$ cat src/hw/gpio_bank_pkg.sv
package gpio_bank_pkg;

  // pin counts and bank layout
  localparam int PIN_COUNT = 58;
  localparam int BANK_W = 32;
  localparam int FSEL_W = 3;
  localparam int FSEL_PER_WORD = 10;
  localparam int FSEL_WORDS = 6;
  localparam int ADDR_W = 8;

  // register byte offsets
  localparam logic [7:0] FSEL_FIRST = 8'h00;
  localparam logic [7:0] FSEL_LAST = 8'h14;
  localparam logic [7:0] DRIVE_HIGH0 = 8'h1c;
  localparam logic [7:0] DRIVE_HIGH1 = 8'h20;
  localparam logic [7:0] DRIVE_LOW0 = 8'h28;
  localparam logic [7:0] DRIVE_LOW1 = 8'h2c;
  localparam logic [7:0] LEVEL0 = 8'h34;
  localparam logic [7:0] LEVEL1 = 8'h38;
  localparam logic [7:0] STATUS0 = 8'h40;
  localparam logic [7:0] STATUS1 = 8'h44;
  localparam logic [7:0] RISE_EN0 = 8'h4c;
  localparam logic [7:0] RISE_EN1 = 8'h50;
  localparam logic [7:0] FALL_EN0 = 8'h58;
  localparam logic [7:0] FALL_EN1 = 8'h5c;
  localparam logic [7:0] HIGH_EN0 = 8'h64;
  localparam logic [7:0] HIGH_EN1 = 8'h68;
  localparam logic [7:0] LOW_EN0 = 8'h70;
  localparam logic [7:0] LOW_EN1 = 8'h74;
  localparam logic [7:0] IRQ_EN0 = 8'h80;
  localparam logic [7:0] IRQ_EN1 = 8'h84;
  localparam logic [7:0] IRQ_CLR0 = 8'h88;
  localparam logic [7:0] IRQ_CLR1 = 8'h8c;

  // field masks and reset values
  localparam logic [31:0] FSEL_MASK = 32'h3fff_ffff;
  localparam logic [31:0] FSEL_LAST_MASK = 32'h00ff_ffff;
  localparam logic [57:0] PINS_ZERO = 58'h000_0000_0000_0000;
  localparam logic [57:0] IRQ_EN_RESET = 58'h3ff_ffff_ffff_ffff;
  localparam logic [31:0] WORD_ZERO = 32'h0000_0000;

  // function selector codes
  localparam logic [2:0] FUNC_INPUT = 3'h0;
  localparam logic [2:0] FUNC_OUTPUT = 3'h1;

  // bus responses
  localparam logic [1:0] RESP_OKAY = 2'h0;
  localparam logic [1:0] RESP_SLVERR = 2'h2;

endpackage : gpio_bank_pkg

$ cat src/hw/gpio_output_level_event_bank.sv
// The AXI4-Lite register port and the placing of the registers are this design's own decisions.
`timescale 1ns/1ps

module gpio_output_level_event_bank (
  input wire logic aclk, // system clock, 50 MHz
  input wire logic aresetn, // synchronous reset, active low
  input wire logic ce, // clock enable, freezes all state when low
  input wire logic [7:0] awaddr, // write address
  input wire logic awvalid, // write address valid
  output logic awready, // write address ready
  input wire logic [31:0] wdata, // write data
  input wire logic [3:0] wstrb, // write byte strobes
  input wire logic wvalid, // write data valid
  output logic wready, // write data ready
  output logic [1:0] bresp, // write response
  output logic bvalid, // write response valid
  input wire logic bready, // write response ready
  input wire logic [7:0] araddr, // read address
  input wire logic arvalid, // read address valid
  output logic arready, // read address ready
  output logic [31:0] rdata, // read data
  output logic [1:0] rresp, // read response
  output logic rvalid, // read data valid
  input wire logic rready, // read data ready
  input wire logic [57:0] pin_in, // pin levels from the pads
  output logic [57:0] pin_out, // pin output values
  output logic [57:0] pin_oe, // pin output enables
  output logic irq_bank0, // any enabled flag in bank 0
  output logic irq_bank1, // any enabled flag in bank 1
  output logic irq_any // any enabled flag at all
);

  ////////////////////////////////////////////////////////////////////////////
  // helpers

  // place a 32-bit bank word at its pin positions
  function automatic logic [57:0] spread(input logic bank, input logic [31:0] v);
    logic [63:0] w;
    w = 64'h0000_0000_0000_0000;
    if (bank)
    begin
      w[63:32] = v;
    end
    else
    begin
      w[31:0] = v;
    end
    return w[57:0];
  endfunction : spread

  // pick a bank word out of a pin vector; bank 1 upper bits read zero
  function automatic logic [31:0] pick(input logic bank, input logic [57:0] v);
    logic [63:0] w;
    w = {6'h00, v};
    return bank ? w[63:32] : w[31:0];
  endfunction : pick

  ////////////////////////////////////////////////////////////////////////////
  // pin sampling

  logic [57:0] sync1_reg, sync2_reg, hist1_reg, hist2_reg;
  logic [57:0] sync1_next, sync2_next, hist1_next, hist2_next;
  logic [57:0] rise_seen, fall_seen;

  // the first stage is only read by the second, so metastability stays put
  always_comb
  begin
    sync1_next = pin_in;
    sync2_next = sync1_reg;
    hist1_next = sync2_reg;
    hist2_next = hist1_reg;
    // oldest sample first; needing two equal new samples drops one-cycle glitches
    rise_seen = ~hist2_reg & hist1_reg & sync2_reg;
    fall_seen = hist2_reg & ~hist1_reg & ~sync2_reg;
  end

  always_ff @(posedge aclk)
  begin
    if (!aresetn)
    begin
      sync1_reg <= gpio_bank_pkg::PINS_ZERO;
      sync2_reg <= gpio_bank_pkg::PINS_ZERO;
      hist1_reg <= gpio_bank_pkg::PINS_ZERO;
      hist2_reg <= gpio_bank_pkg::PINS_ZERO;
    end
    else if (ce)
    begin
      sync1_reg <= sync1_next;
      sync2_reg <= sync2_next;
      hist1_reg <= hist1_next;
      hist2_reg <= hist2_next;
    end
  end

  ////////////////////////////////////////////////////////////////////////////
  // bus write and read channels

  logic aw_have_reg, w_have_reg, bvalid_reg, awready_reg, wready_reg;
  logic aw_have_next, w_have_next, bvalid_next, awready_next, wready_next;
  logic [7:0] aw_addr_reg, aw_addr_next;
  logic [31:0] w_data_reg, w_data_next;
  logic [3:0] w_strb_reg, w_strb_next;
  logic [1:0] bresp_reg, bresp_next, rresp_reg, rresp_next;
  logic arready_reg, rvalid_reg, arready_next, rvalid_next;
  logic [31:0] rdata_reg, rdata_next;
  logic do_write, wr_hit, rd_hit;
  logic [31:0] wmask, wones, rd_word;

  // address and data are taken in either order; the write happens once both are held
  always_comb
  begin
    aw_have_next = aw_have_reg | (awvalid & awready_reg);
    w_have_next = w_have_reg | (wvalid & wready_reg);
    aw_addr_next = (awvalid & awready_reg) ? awaddr : aw_addr_reg;
    w_data_next = (wvalid & wready_reg) ? wdata : w_data_reg;
    w_strb_next = (wvalid & wready_reg) ? wstrb : w_strb_reg;
    bvalid_next = bvalid_reg & ~bready;
    bresp_next = bresp_reg;
    do_write = aw_have_reg & w_have_reg & ~bvalid_reg;
    if (do_write)
    begin
      aw_have_next = 1'b0;
      w_have_next = 1'b0;
      bvalid_next = 1'b1;
      bresp_next = wr_hit ? gpio_bank_pkg::RESP_OKAY : gpio_bank_pkg::RESP_SLVERR;
    end
    // ready drops while a word is held or a response waits
    awready_next = ~aw_have_next & ~bvalid_next & ~do_write;
    wready_next = ~w_have_next & ~bvalid_next & ~do_write;
    // one read at a time, data one cycle after the address is taken
    rvalid_next = rvalid_reg & ~rready;
    rdata_next = rdata_reg;
    rresp_next = rresp_reg;
    if (arvalid & arready_reg)
    begin
      rvalid_next = 1'b1;
      rdata_next = rd_hit ? rd_word : gpio_bank_pkg::WORD_ZERO;
      rresp_next = rd_hit ? gpio_bank_pkg::RESP_OKAY : gpio_bank_pkg::RESP_SLVERR;
    end
    arready_next = ~rvalid_next;
    wmask = {{8{w_strb_reg[3]}}, {8{w_strb_reg[2]}}, {8{w_strb_reg[1]}}, {8{w_strb_reg[0]}}};
    wones = w_data_reg & wmask;
  end

  always_ff @(posedge aclk)
  begin
    if (!aresetn)
    begin
      aw_have_reg <= 1'b0;
      w_have_reg <= 1'b0;
      bvalid_reg <= 1'b0;
      awready_reg <= 1'b0;
      wready_reg <= 1'b0;
      aw_addr_reg <= 8'h00;
      w_data_reg <= gpio_bank_pkg::WORD_ZERO;
      w_strb_reg <= 4'h0;
      bresp_reg <= gpio_bank_pkg::RESP_OKAY;
      rresp_reg <= gpio_bank_pkg::RESP_OKAY;
      arready_reg <= 1'b0;
      rvalid_reg <= 1'b0;
      rdata_reg <= gpio_bank_pkg::WORD_ZERO;
    end
    else if (ce)
    begin
      aw_have_reg <= aw_have_next;
      w_have_reg <= w_have_next;
      bvalid_reg <= bvalid_next;
      awready_reg <= awready_next;
      wready_reg <= wready_next;
      aw_addr_reg <= aw_addr_next;
      w_data_reg <= w_data_next;
      w_strb_reg <= w_strb_next;
      bresp_reg <= bresp_next;
      rresp_reg <= rresp_next;
      arready_reg <= arready_next;
      rvalid_reg <= rvalid_next;
      rdata_reg <= rdata_next;
    end
  end

  ////////////////////////////////////////////////////////////////////////////
  // configuration, output latch and event flags

  logic [31:0] fsel_reg [6];
  logic [31:0] fsel_next [6];
  logic [57:0] out_val_reg, oe_reg, rise_en_reg, fall_en_reg, high_en_reg, low_en_reg;
  logic [57:0] out_val_next, oe_next, rise_en_next, fall_en_next, high_en_next, low_en_next;
  logic [57:0] status_reg, ien_reg, status_next, ien_next;
  logic [57:0] set_pulse, clr_pulse, ack_pulse, event_set, merge_m, merge_v;
  logic irq0_reg, irq1_reg, irqa_reg, irq0_next, irq1_next, irqa_next;
  logic bank;
  logic [2:0] fidx;
  logic [31:0] fmask;

  // register writes, event capture and interrupt lines
  always_comb
  begin
    for (int i = 0; i < gpio_bank_pkg::FSEL_WORDS; i++)
    begin
      fsel_next[i] = fsel_reg[i];
    end
    rise_en_next = rise_en_reg;
    fall_en_next = fall_en_reg;
    high_en_next = high_en_reg;
    low_en_next = low_en_reg;
    ien_next = ien_reg;
    set_pulse = gpio_bank_pkg::PINS_ZERO;
    clr_pulse = gpio_bank_pkg::PINS_ZERO;
    ack_pulse = gpio_bank_pkg::PINS_ZERO;
    wr_hit = 1'b1;
    bank = aw_addr_reg[2];
    fidx = aw_addr_reg[4:2];
    fmask = (fidx == 3'h5) ? gpio_bank_pkg::FSEL_LAST_MASK : gpio_bank_pkg::FSEL_MASK;
    merge_m = spread(bank, wmask);
    merge_v = spread(bank, w_data_reg);
    if (aw_addr_reg[1:0] != 2'h0)
    begin
      wr_hit = 1'b0;
    end
    else if (aw_addr_reg <= gpio_bank_pkg::FSEL_LAST)
    begin
      if (do_write)
      begin
        fsel_next[fidx] = (fsel_reg[fidx] & ~(wmask & fmask)) | (w_data_reg & wmask & fmask);
      end
    end
    else if (aw_addr_reg == gpio_bank_pkg::DRIVE_HIGH0 || aw_addr_reg == gpio_bank_pkg::DRIVE_HIGH1)
    begin
      bank = (aw_addr_reg == gpio_bank_pkg::DRIVE_HIGH1);
      set_pulse = do_write ? spread(bank, wones) : gpio_bank_pkg::PINS_ZERO;
    end
    else if (aw_addr_reg == gpio_bank_pkg::DRIVE_LOW0 || aw_addr_reg == gpio_bank_pkg::DRIVE_LOW1)
    begin
      bank = (aw_addr_reg == gpio_bank_pkg::DRIVE_LOW1);
      clr_pulse = do_write ? spread(bank, wones) : gpio_bank_pkg::PINS_ZERO;
    end
    else if (aw_addr_reg == gpio_bank_pkg::LEVEL0 || aw_addr_reg == gpio_bank_pkg::LEVEL1)
    begin
      wr_hit = 1'b1;
    end
    else if (aw_addr_reg == gpio_bank_pkg::STATUS0 || aw_addr_reg == gpio_bank_pkg::STATUS1
             || aw_addr_reg == gpio_bank_pkg::IRQ_CLR0 || aw_addr_reg == gpio_bank_pkg::IRQ_CLR1)
    begin
      ack_pulse = do_write ? spread(bank, wones) : gpio_bank_pkg::PINS_ZERO;
    end
    else if (aw_addr_reg == gpio_bank_pkg::RISE_EN0 || aw_addr_reg == gpio_bank_pkg::RISE_EN1)
    begin
      bank = (aw_addr_reg == gpio_bank_pkg::RISE_EN1);
      if (do_write)
      begin
        rise_en_next = (rise_en_reg & ~spread(bank, wmask)) | spread(bank, wones);
      end
    end
    else if (aw_addr_reg == gpio_bank_pkg::FALL_EN0 || aw_addr_reg == gpio_bank_pkg::FALL_EN1)
    begin
      bank = (aw_addr_reg == gpio_bank_pkg::FALL_EN1);
      if (do_write)
      begin
        fall_en_next = (fall_en_reg & ~spread(bank, wmask)) | spread(bank, wones);
      end
    end
    else if (aw_addr_reg == gpio_bank_pkg::HIGH_EN0 || aw_addr_reg == gpio_bank_pkg::HIGH_EN1)
    begin
      bank = (aw_addr_reg == gpio_bank_pkg::HIGH_EN1);
      if (do_write)
      begin
        high_en_next = (high_en_reg & ~spread(bank, wmask)) | spread(bank, wones);
      end
    end
    else if (aw_addr_reg == gpio_bank_pkg::LOW_EN0 || aw_addr_reg == gpio_bank_pkg::LOW_EN1)
    begin
      if (do_write)
      begin
        low_en_next = (low_en_reg & ~merge_m) | (merge_v & merge_m);
      end
    end
    else if (aw_addr_reg == gpio_bank_pkg::IRQ_EN0 || aw_addr_reg == gpio_bank_pkg::IRQ_EN1)
    begin
      if (do_write)
      begin
        ien_next = (ien_reg & ~merge_m) | (merge_v & merge_m);
      end
    end
    else
    begin
      wr_hit = 1'b0;
    end
    // the latch follows every drive write even on input pins
    out_val_next = (out_val_reg | set_pulse) & ~clr_pulse;
    // only code 001 drives the pad; input and alternates release it
    for (int p = 0; p < gpio_bank_pkg::PIN_COUNT; p++)
    begin
      oe_next[p] = (fsel_next[p / 10][(p % 10) * 3 +: 3] == gpio_bank_pkg::FUNC_OUTPUT);
    end
    event_set = (rise_en_reg & rise_seen)
      | (fall_en_reg & fall_seen)
      | (high_en_reg & sync2_reg)
      | (low_en_reg & ~sync2_reg);
    // set term last so an event in the clearing cycle survives
    status_next = (status_reg & ~ack_pulse) | event_set;
    irq0_next = |(status_next[31:0] & ien_next[31:0]);
    irq1_next = |(status_next[57:32] & ien_next[57:32]);
    irqa_next = |(status_next & ien_next);
  end

  always_ff @(posedge aclk)
  begin
    if (!aresetn)
    begin
      for (int i = 0; i < gpio_bank_pkg::FSEL_WORDS; i++)
      begin
        fsel_reg[i] <= gpio_bank_pkg::WORD_ZERO;
      end
      out_val_reg <= gpio_bank_pkg::PINS_ZERO;
      oe_reg <= gpio_bank_pkg::PINS_ZERO;
      rise_en_reg <= gpio_bank_pkg::PINS_ZERO;
      fall_en_reg <= gpio_bank_pkg::PINS_ZERO;
      high_en_reg <= gpio_bank_pkg::PINS_ZERO;
      low_en_reg <= gpio_bank_pkg::PINS_ZERO;
      status_reg <= gpio_bank_pkg::PINS_ZERO;
      ien_reg <= gpio_bank_pkg::IRQ_EN_RESET;
      irq0_reg <= 1'b0;
      irq1_reg <= 1'b0;
      irqa_reg <= 1'b0;
    end
    else if (ce)
    begin
      fsel_reg <= fsel_next;
      out_val_reg <= out_val_next;
      oe_reg <= oe_next;
      rise_en_reg <= rise_en_next;
      fall_en_reg <= fall_en_next;
      high_en_reg <= high_en_next;
      low_en_reg <= low_en_next;
      status_reg <= status_next;
      ien_reg <= ien_next;
      irq0_reg <= irq0_next;
      irq1_reg <= irq1_next;
      irqa_reg <= irqa_next;
    end
  end

  ////////////////////////////////////////////////////////////////////////////
  // read decode

  logic rbank;

  // write-only drive registers read as zero
  always_comb
  begin
    rd_hit = 1'b1;
    rd_word = gpio_bank_pkg::WORD_ZERO;
    rbank = araddr[2];
    if (araddr[1:0] != 2'h0)
    begin
      rd_hit = 1'b0;
    end
    else if (araddr <= gpio_bank_pkg::FSEL_LAST)
    begin
      rd_word = fsel_reg[araddr[4:2]];
    end
    else if (araddr == gpio_bank_pkg::DRIVE_HIGH0 || araddr == gpio_bank_pkg::DRIVE_HIGH1
             || araddr == gpio_bank_pkg::DRIVE_LOW0 || araddr == gpio_bank_pkg::DRIVE_LOW1
             || araddr == gpio_bank_pkg::IRQ_CLR0 || araddr == gpio_bank_pkg::IRQ_CLR1)
    begin
      rd_word = gpio_bank_pkg::WORD_ZERO;
    end
    else if (araddr == gpio_bank_pkg::LEVEL0 || araddr == gpio_bank_pkg::LEVEL1)
    begin
      rd_word = pick(araddr == gpio_bank_pkg::LEVEL1, sync2_reg);
    end
    else if (araddr == gpio_bank_pkg::STATUS0 || araddr == gpio_bank_pkg::STATUS1)
    begin
      rd_word = pick(rbank, status_reg);
    end
    else if (araddr == gpio_bank_pkg::RISE_EN0 || araddr == gpio_bank_pkg::RISE_EN1)
    begin
      rd_word = pick(araddr == gpio_bank_pkg::RISE_EN1, rise_en_reg);
    end
    else if (araddr == gpio_bank_pkg::FALL_EN0 || araddr == gpio_bank_pkg::FALL_EN1)
    begin
      rd_word = pick(araddr == gpio_bank_pkg::FALL_EN1, fall_en_reg);
    end
    else if (araddr == gpio_bank_pkg::HIGH_EN0 || araddr == gpio_bank_pkg::HIGH_EN1)
    begin
      rd_word = pick(araddr == gpio_bank_pkg::HIGH_EN1, high_en_reg);
    end
    else if (araddr == gpio_bank_pkg::LOW_EN0 || araddr == gpio_bank_pkg::LOW_EN1)
    begin
      rd_word = pick(rbank, low_en_reg);
    end
    else if (araddr == gpio_bank_pkg::IRQ_EN0 || araddr == gpio_bank_pkg::IRQ_EN1)
    begin
      rd_word = pick(rbank, ien_reg);
    end
    else
    begin
      rd_hit = 1'b0;
    end
  end

  ////////////////////////////////////////////////////////////////////////////
  // outputs, all straight from flops

  assign awready = awready_reg;
  assign wready = wready_reg;
  assign bvalid = bvalid_reg;
  assign bresp = bresp_reg;
  assign arready = arready_reg;
  assign rvalid = rvalid_reg;
  assign rdata = rdata_reg;
  assign rresp = rresp_reg;
  assign pin_out = out_val_reg;
  assign pin_oe = oe_reg;
  assign irq_bank0 = irq0_reg;
  assign irq_bank1 = irq1_reg;
  assign irq_any = irqa_reg;

endmodule : gpio_output_level_event_bank

$ cat config.mk
export PLATFORM = sky130hd
export DESIGN_NAME = gpio_output_level_event_bank
export DESIGN_NICKNAME = d
export VERILOG_FILES = /design/src/hw/gpio_bank_pkg.sv /design/src/hw/gpio_output_level_event_bank.sv
export SDC_FILE = /design/constraint.sdc
export NUM_CORES = 2
export LEC_CHECK = 0
export ABC_AREA = 1
export BUFFER_PORTS_ARGS = -buffer_cell sky130_fd_sc_hd__buf_2
export CAP_MARGIN = 20
export CORE_AREA = 2 2 299 301
export CTS_BUF_LIST = sky130_fd_sc_hd__clkbuf_4 sky130_fd_sc_hd__clkbuf_8 sky130_fd_sc_hd__clkbuf_16
export DETAILED_ROUTE_END_ITERATION = 12
export DIE_AREA = 0 0 301 303
export PLACE_DENSITY_LB_ADDON = 0.12
export SLEW_MARGIN = 25
export SYNTH_ARGS = -nofsm -noshare
export SYNTH_HDL_FRONTEND = slang
export SYNTH_SLANG_ARGS = --single-unit
$ cat constraint.sdc
create_clock -name aclk -period 6.9 [get_ports aclk]
set_input_delay 2.07 -clock aclk [delete_from_list [all_inputs] [get_ports aclk]]
set_output_delay 2.07 -clock aclk [all_outputs]
set_load 0.05 [all_outputs]
# == Word level (Yosys, flattened, before mapping) ==
# Cells that the tools add are included.
# Widths: inputs -> output; s select.
# totals
regBits,978
wordCells,474
out_inout_bits,160
inputBits,118
# op_classes
n_reduce_logical,38
n_eq_ne,99
magnitude_cmp,5
n_bitwise,76
n_mux,216
# ops
cell,n
$mux 32,88
$mux 26,65
$mux 58,28
$and 58x58->58,17
$or 58x58->58,10
$mux 190,3
$not 58->58,9
$bmux 32 s3,2
$bwmux 192,1
$eq 3x1->1 const B,58
$eq 8x7->1 const B,20
$and 32x32->32,3
$demux 32 s3,1
$eq 8x6->1 const B,10
$and 32x30->32,2
$eq 8x8->1 const B,8
$reduce_or 58->1,1
$not 32->32,1
$or 32x32->32,1
$reduce_or 32->1,1
$mux 30,1
$and 26x26->26,1
$reduce_or 26->1,1
$mux 1,25
19 further kinds,77

# == Depth between registers and ports, before layout ==
# logic_depth
ltp_word,18
ltp_mapped,20
depth_no_buf,18

# == Worst setup path before layout ==
# Ideal clock, no wire load.
# synth_timing
path_type,input to register
from,input port ce
to,register high_en_reg[22]
path_buffers,2
path_slack_ns,3.054
required_time_ns,6.772
arrival_ns,3.719
stages,9
cell_sequence,clkbuf_1 -> inv_1 -> nor2_2 -> inv_2 -> nor4_4 -> nand3_2 -> clkbuf_1 -> o21ai_0 -> a21oi_1
# synth_between
elab_chain_cells,1
# synth_rtl
element,line,rtl
from (decl),gpio_output_level_event_bank.sv:7,"input wire logic ce,"
$reduce_and 11->1 (no source line),n/a,
to (signal assigned),gpio_output_level_event_bank.sv:318,high_en_reg <= gpio_bank_pkg::PINS_ZERO;
to (signal assigned),gpio_output_level_event_bank.sv:333,high_en_reg <= high_en_next;
to (decl),gpio_output_level_event_bank.sv:186,"logic [57:0] out_val_reg, oe_reg, rise_en_reg, fall_en_reg, high_en_reg, low_en_reg;"
# Every way passes these cells.
# A chain may end at the register's enable or synchronous reset.

# == Worst setup path after layout ==
# layout_timing
from,input port araddr[2]
to,"register rdata_reg[16], in the netlist rdata[16]"
# layout_between
elab_chain_cells,13
word_cells_on_any_way,65
classes_between,order compare: 1; eq/ne: 20; mux: 31; bitwise: 1; reduce/logical: 12
# layout_rtl
element,line,rtl
from (decl),gpio_output_level_event_bank.sv:18,"input wire logic [7:0] araddr,"
$eq 8x8->1,gpio_output_level_event_bank.sv:392,else if (araddr == gpio_bank_pkg::IRQ_EN0 || araddr == gpio_bank_pkg::IRQ_EN1)
$logic_or 1x1->1,gpio_output_level_event_bank.sv:392,
$mux 32 / $mux 1 (equally long branches),gpio_output_level_event_bank.sv:392,
$mux 32 / $mux 1 (equally long branches),gpio_output_level_event_bank.sv:388,else if (araddr == gpio_bank_pkg::LOW_EN0 || araddr == gpio_bank_pkg::LOW_EN1)
$mux 32 / $mux 1 (equally long branches),gpio_output_level_event_bank.sv:384,else if (araddr == gpio_bank_pkg::HIGH_EN0 || araddr == gpio_bank_pkg::HIGH_EN1)
$mux 32 / $mux 1 (equally long branches),gpio_output_level_event_bank.sv:380,else if (araddr == gpio_bank_pkg::FALL_EN0 || araddr == gpio_bank_pkg::FALL_EN1)
$mux 32 / $mux 1 (equally long branches),gpio_output_level_event_bank.sv:376,else if (araddr == gpio_bank_pkg::RISE_EN0 || araddr == gpio_bank_pkg::RISE_EN1)
$mux 32 / $mux 1 (equally long branches),gpio_output_level_event_bank.sv:372,else if (araddr == gpio_bank_pkg::STATUS0 || araddr == gpio_bank_pkg::STATUS1)
$mux 32 / $mux 1 (equally long branches),gpio_output_level_event_bank.sv:368,else if (araddr == gpio_bank_pkg::LEVEL0 || araddr == gpio_bank_pkg::LEVEL1)
$mux 32 / $mux 1 (equally long branches),gpio_output_level_event_bank.sv:362,else if (araddr == gpio_bank_pkg::DRIVE_HIGH0 || araddr == gpio_bank_pkg::DRIVE_HIGH1
$mux 32 / $mux 1 (equally long branches),gpio_output_level_event_bank.sv:358,else if (araddr <= gpio_bank_pkg::FSEL_LAST)
$mux 32 / $mux 1 (equally long branches),gpio_output_level_event_bank.sv:354,if (araddr[1:0] != 2'h0)
$mux 32 (*),gpio_output_level_event_bank.sv:137,rdata_next = rd_hit ? rd_word : gpio_bank_pkg::WORD_ZERO;
to (signal assigned),gpio_output_level_event_bank.sv:161,rdata_reg <= gpio_bank_pkg::WORD_ZERO;
to (signal assigned),gpio_output_level_event_bank.sv:177,rdata_reg <= rdata_next;
to (decl),gpio_output_level_event_bank.sv:105,"logic [31:0] rdata_reg, rdata_next;"
# Every way passes the cells marked *; elsewhere a longest branch is shown, timed or not. The select of a mux whose other input is x is not followed.

==> results.cfg <==
[die]
die-area_mm2 = 0.0912
die_y_um = 303
core_area_mm2 = 0.0880
initial_core_util_pct = 54.5
rows = 109
ios = 278
die_w_um = 301

[cts]
root_buffer = clkbuf_16
clock_latency_ns = 0.71
cts-resized-gates = 0
numCtsBuffers = 104
clk_pin_slew_ns = 0.07
cts.htree.levels = 3
postCtsSetupBuffers = 0
cts_hold_buf = 0
cts.sinks = 976
clockBufferDepth = 3
cts_tree = yes

[setup_path]
critPathCaptureType = flip-flop
cp_max_fo = 71
r2r-end = rise_en_reg[19]
reg2reg_slack_ns = 2.17
crit_path_cell_trace = buf_6 -> inv_2 -> nand2_2 -> nor2_2 -> inv_2 -> buf_4 -> nand2_1 -> nand2_2 -> nand2_1 -> nor2_1 -> nand3b_1 -> nand3_1 -> inv_1 -> nand3_1 -> a21oi_1
start_kind = primary input
cp.required_ns = 7.45
ff2ff_path_depth = 11
cp_slowest_cell = nand3_1
crit_type = primary input to flip-flop
max_stage_delay_ns = 0.54
arrival_ns = 5.51
r2r_start = aw_addr_reg[2]

[synth]
yosysUniqueCellTypes = 48
synth.top_cell.area_share_pct = 40.8
synth_enable_flop_cells = 0
ys_async_sr_fraction_pct = 0
netlist_area_mm2 = 0.0479
ys_ff_latch = 976
avgSynthCellArea_um2 = 6.61
synth_warnings = 0
yosysSeqAreaShare_pct = 40.8
synth_area_leaders = dfxtp_1, o21ai_0, nand2_1, a21oi_1, inv_1
ys.flop_type = dfxtp_1
synth_top_cell_by_area = dfxtp_1
syn_inst = 7252

[global_route]
met3_usage_pct = 10.8
grt_overflow = 0
grtUsageTotal_pct = 43.3
grt_pass1_wl_um = 297000
met1_usage_pct = 57.3
grt_pass1_vias = 45400
antenna_found_initial = 11
top_usage_layer = met2
grt_max_degree = 229
use_met2_pct = 62.6

[power_and_ir_drop]
peakVddDrop_mv = 0.221
comb_power_share_pct = 10.3
intPower_mw = 9.66
switching_share_pct = 27.3
p_clk_share_pct = 44.5
p_leak_nw = 22.3
power.share.sequential_pct = 45.2
powerDensity_mw_per_mm2 = 250
switching_power_mw = 3.63
power_mw = 13.3

[route]
postRouteAntennaNets = 0
dr.first_iter.drc_count = 7271
drtPass1Iterations = 9
num_vias = 51900
drc = 0
routed_wl_um = 205000
drt-vias-per-instance = 6.14
avgRoutedWirePerCell_um = 24.3

[cells_and_area]
fillers = 8578
fin_cells = 8454
areaGrowthSynthToFinish_pct = 10.9
drive_above_1_share_pct = 8.47
final_net_count = 7325
largest_register_ffs = 192

[min_path]
min_to = fsel_reg[95]
min_path_type = flip-flop to flip-flop
min_from = fsel_reg[95]
worstHoldPathCells = 2

[sta]
min_period_ns = 4.96
rsz0062_at_grt = no
maxSlewHeadroom_pct = 24.5
setup_viol = 0
fin_worst_skew_ns = 0.0231
fmax_mhz = 202
tightest_slew_ns = 1.13
slew_viol_final = 0
hold_viol = 0
setup_tns_ns = 0
post-route-period-util_pct = 71.8

[placement]
dp_cells = 8266
gp_congestion = 1.00
portBuffers = 275
dp_hpwl_um = 140000

[job]
maxCapViolations = 0

[outcome]
status = completed
==> worst max-delay path by stage <==
stage	slack [ns]	from	end	depth (start not counted)
finish	1.94	araddr[2]	rdata[16]	15
detailed placement	1.31	araddr[2]	rdata[19]	15
floorplan	3.05	ce	high_en_reg[22]	9
global placement	1.37	araddr[2]	rdata[16]	15
global route	1.77	araddr[2]	rdata[1]	15
CTS	2.05	araddr[2]	rdata[19]	15
==> logic make-up (layout without fill, tap and decap cells) <==
group | after synthesis | after routing | synth area share (%)
flip-flops | 976 | 976 | 40.8
AND/OR/NAND/NOR | 2485 | 2485 | 21.0
AO/OA/AOI/OAI | 2501 | 2501 | 27.9
buffers and inverters | 1289 | 1323 | 10.3
other | 1 | 4 | 0.00783
==> power by group through the flow <==
stage	clock network [mW]	logic (mW)	registers (mW)
2_1_floorplan	0	0.881	6.06
3_3_place_gp	0	1.29	6.12
3_5_place_dp	0	1.31	6.12
4_1_cts	5.91	1.31	6.00
5_1_grt	6.13	1.48	6.03
6_report	5.91	1.37	6.01
==> routing by layer <==
metal / up-vias / wire length [µm]
li1: 24000 / -
met1: 23800 / 79600
met2: 3409 / 84000
met3: 707 / 25600
met4: 10 / 15900
met5: - / 61
==> Yosys cell counts (8+ instances only) <==
master     instances
o211ai_1          33
nor2_1           500
buf_1             37
inv_2             23
inv_1            748
o21ai_0         1165
nor3_1           110
nand2_1         1552
a211oi_1          96
buf_2             68
dfxtp_1          976
a31oi_1           19
nand3b_1          18
clkinv_1           8
o221ai_1          34
nand2_2            8
o21ai_1           53
a21oi_1          922
nor2_2             9
nand3_1          250
nand4_1           23
o2111ai_1         15
o22ai_1          118
clkbuf_1         398
==> metrics by stage <==
step / cell area (µm²) / hold slack, ns / setup slack [ns] / util (%)
finish: 53100 / 0.423 / 1.94 / 60.4
global route: 53100 / 0.441 / 1.77 / 60.4
global placement: 49500 / 0.411 / 1.37 / 56.3
detailed placement: 49500 / 0.413 / 1.31 / 56.3
CTS: 53100 / 0.423 / 2.05 / 60.3
floorplan: 47900 / 0.404 / 3.05 / -
==> cell usage in the layout, fill, tap and decap left out, types with 33 or more instances in the layout <==
cell type | synthesis | routed
nand2_1 | 1552 | 1546
nor2_1 | 500 | 497
nand3_1 | 250 | 246
buf_2 | 68 | 272
o22ai_1 | 118 | 118
inv_1 | 748 | 747
o211ai_1 | 33 | 33
dfxtp_1 | 976 | 975
o21ai_0 | 1165 | 1163
a211oi_1 | 96 | 96
o21ai_1 | 53 | 55
o221ai_1 | 34 | 34
a21oi_1 | 922 | 922
clkbuf_16 | 0 | 106
buf_4 | 7 | 75
nor3_1 | 110 | 110
==> cell type report <==
cell class	count	area (µm²)	share of cell area [%]
Inverter	779	2940	5.53
Clock inverter	28	339	0.639
Tap cell	1165	1460	2.74
Timing Repair Buffer	358	2120	3.99
Antenna cell	2	5.00	0.00942
Sequential cell	976	19500	36.8
Multi-Input combinational cell	4988	23500	44.2
Clock buffer	158	3220	6.06
==> critical path: cells and delay by family <==
family	cells	cell delay, ns
AOI/OAI and AO/OA	1	0.07
buffers and inverters	5	1.49
and+or+nand+nor	9	1.84
Power figures use the tool's default switching activity.
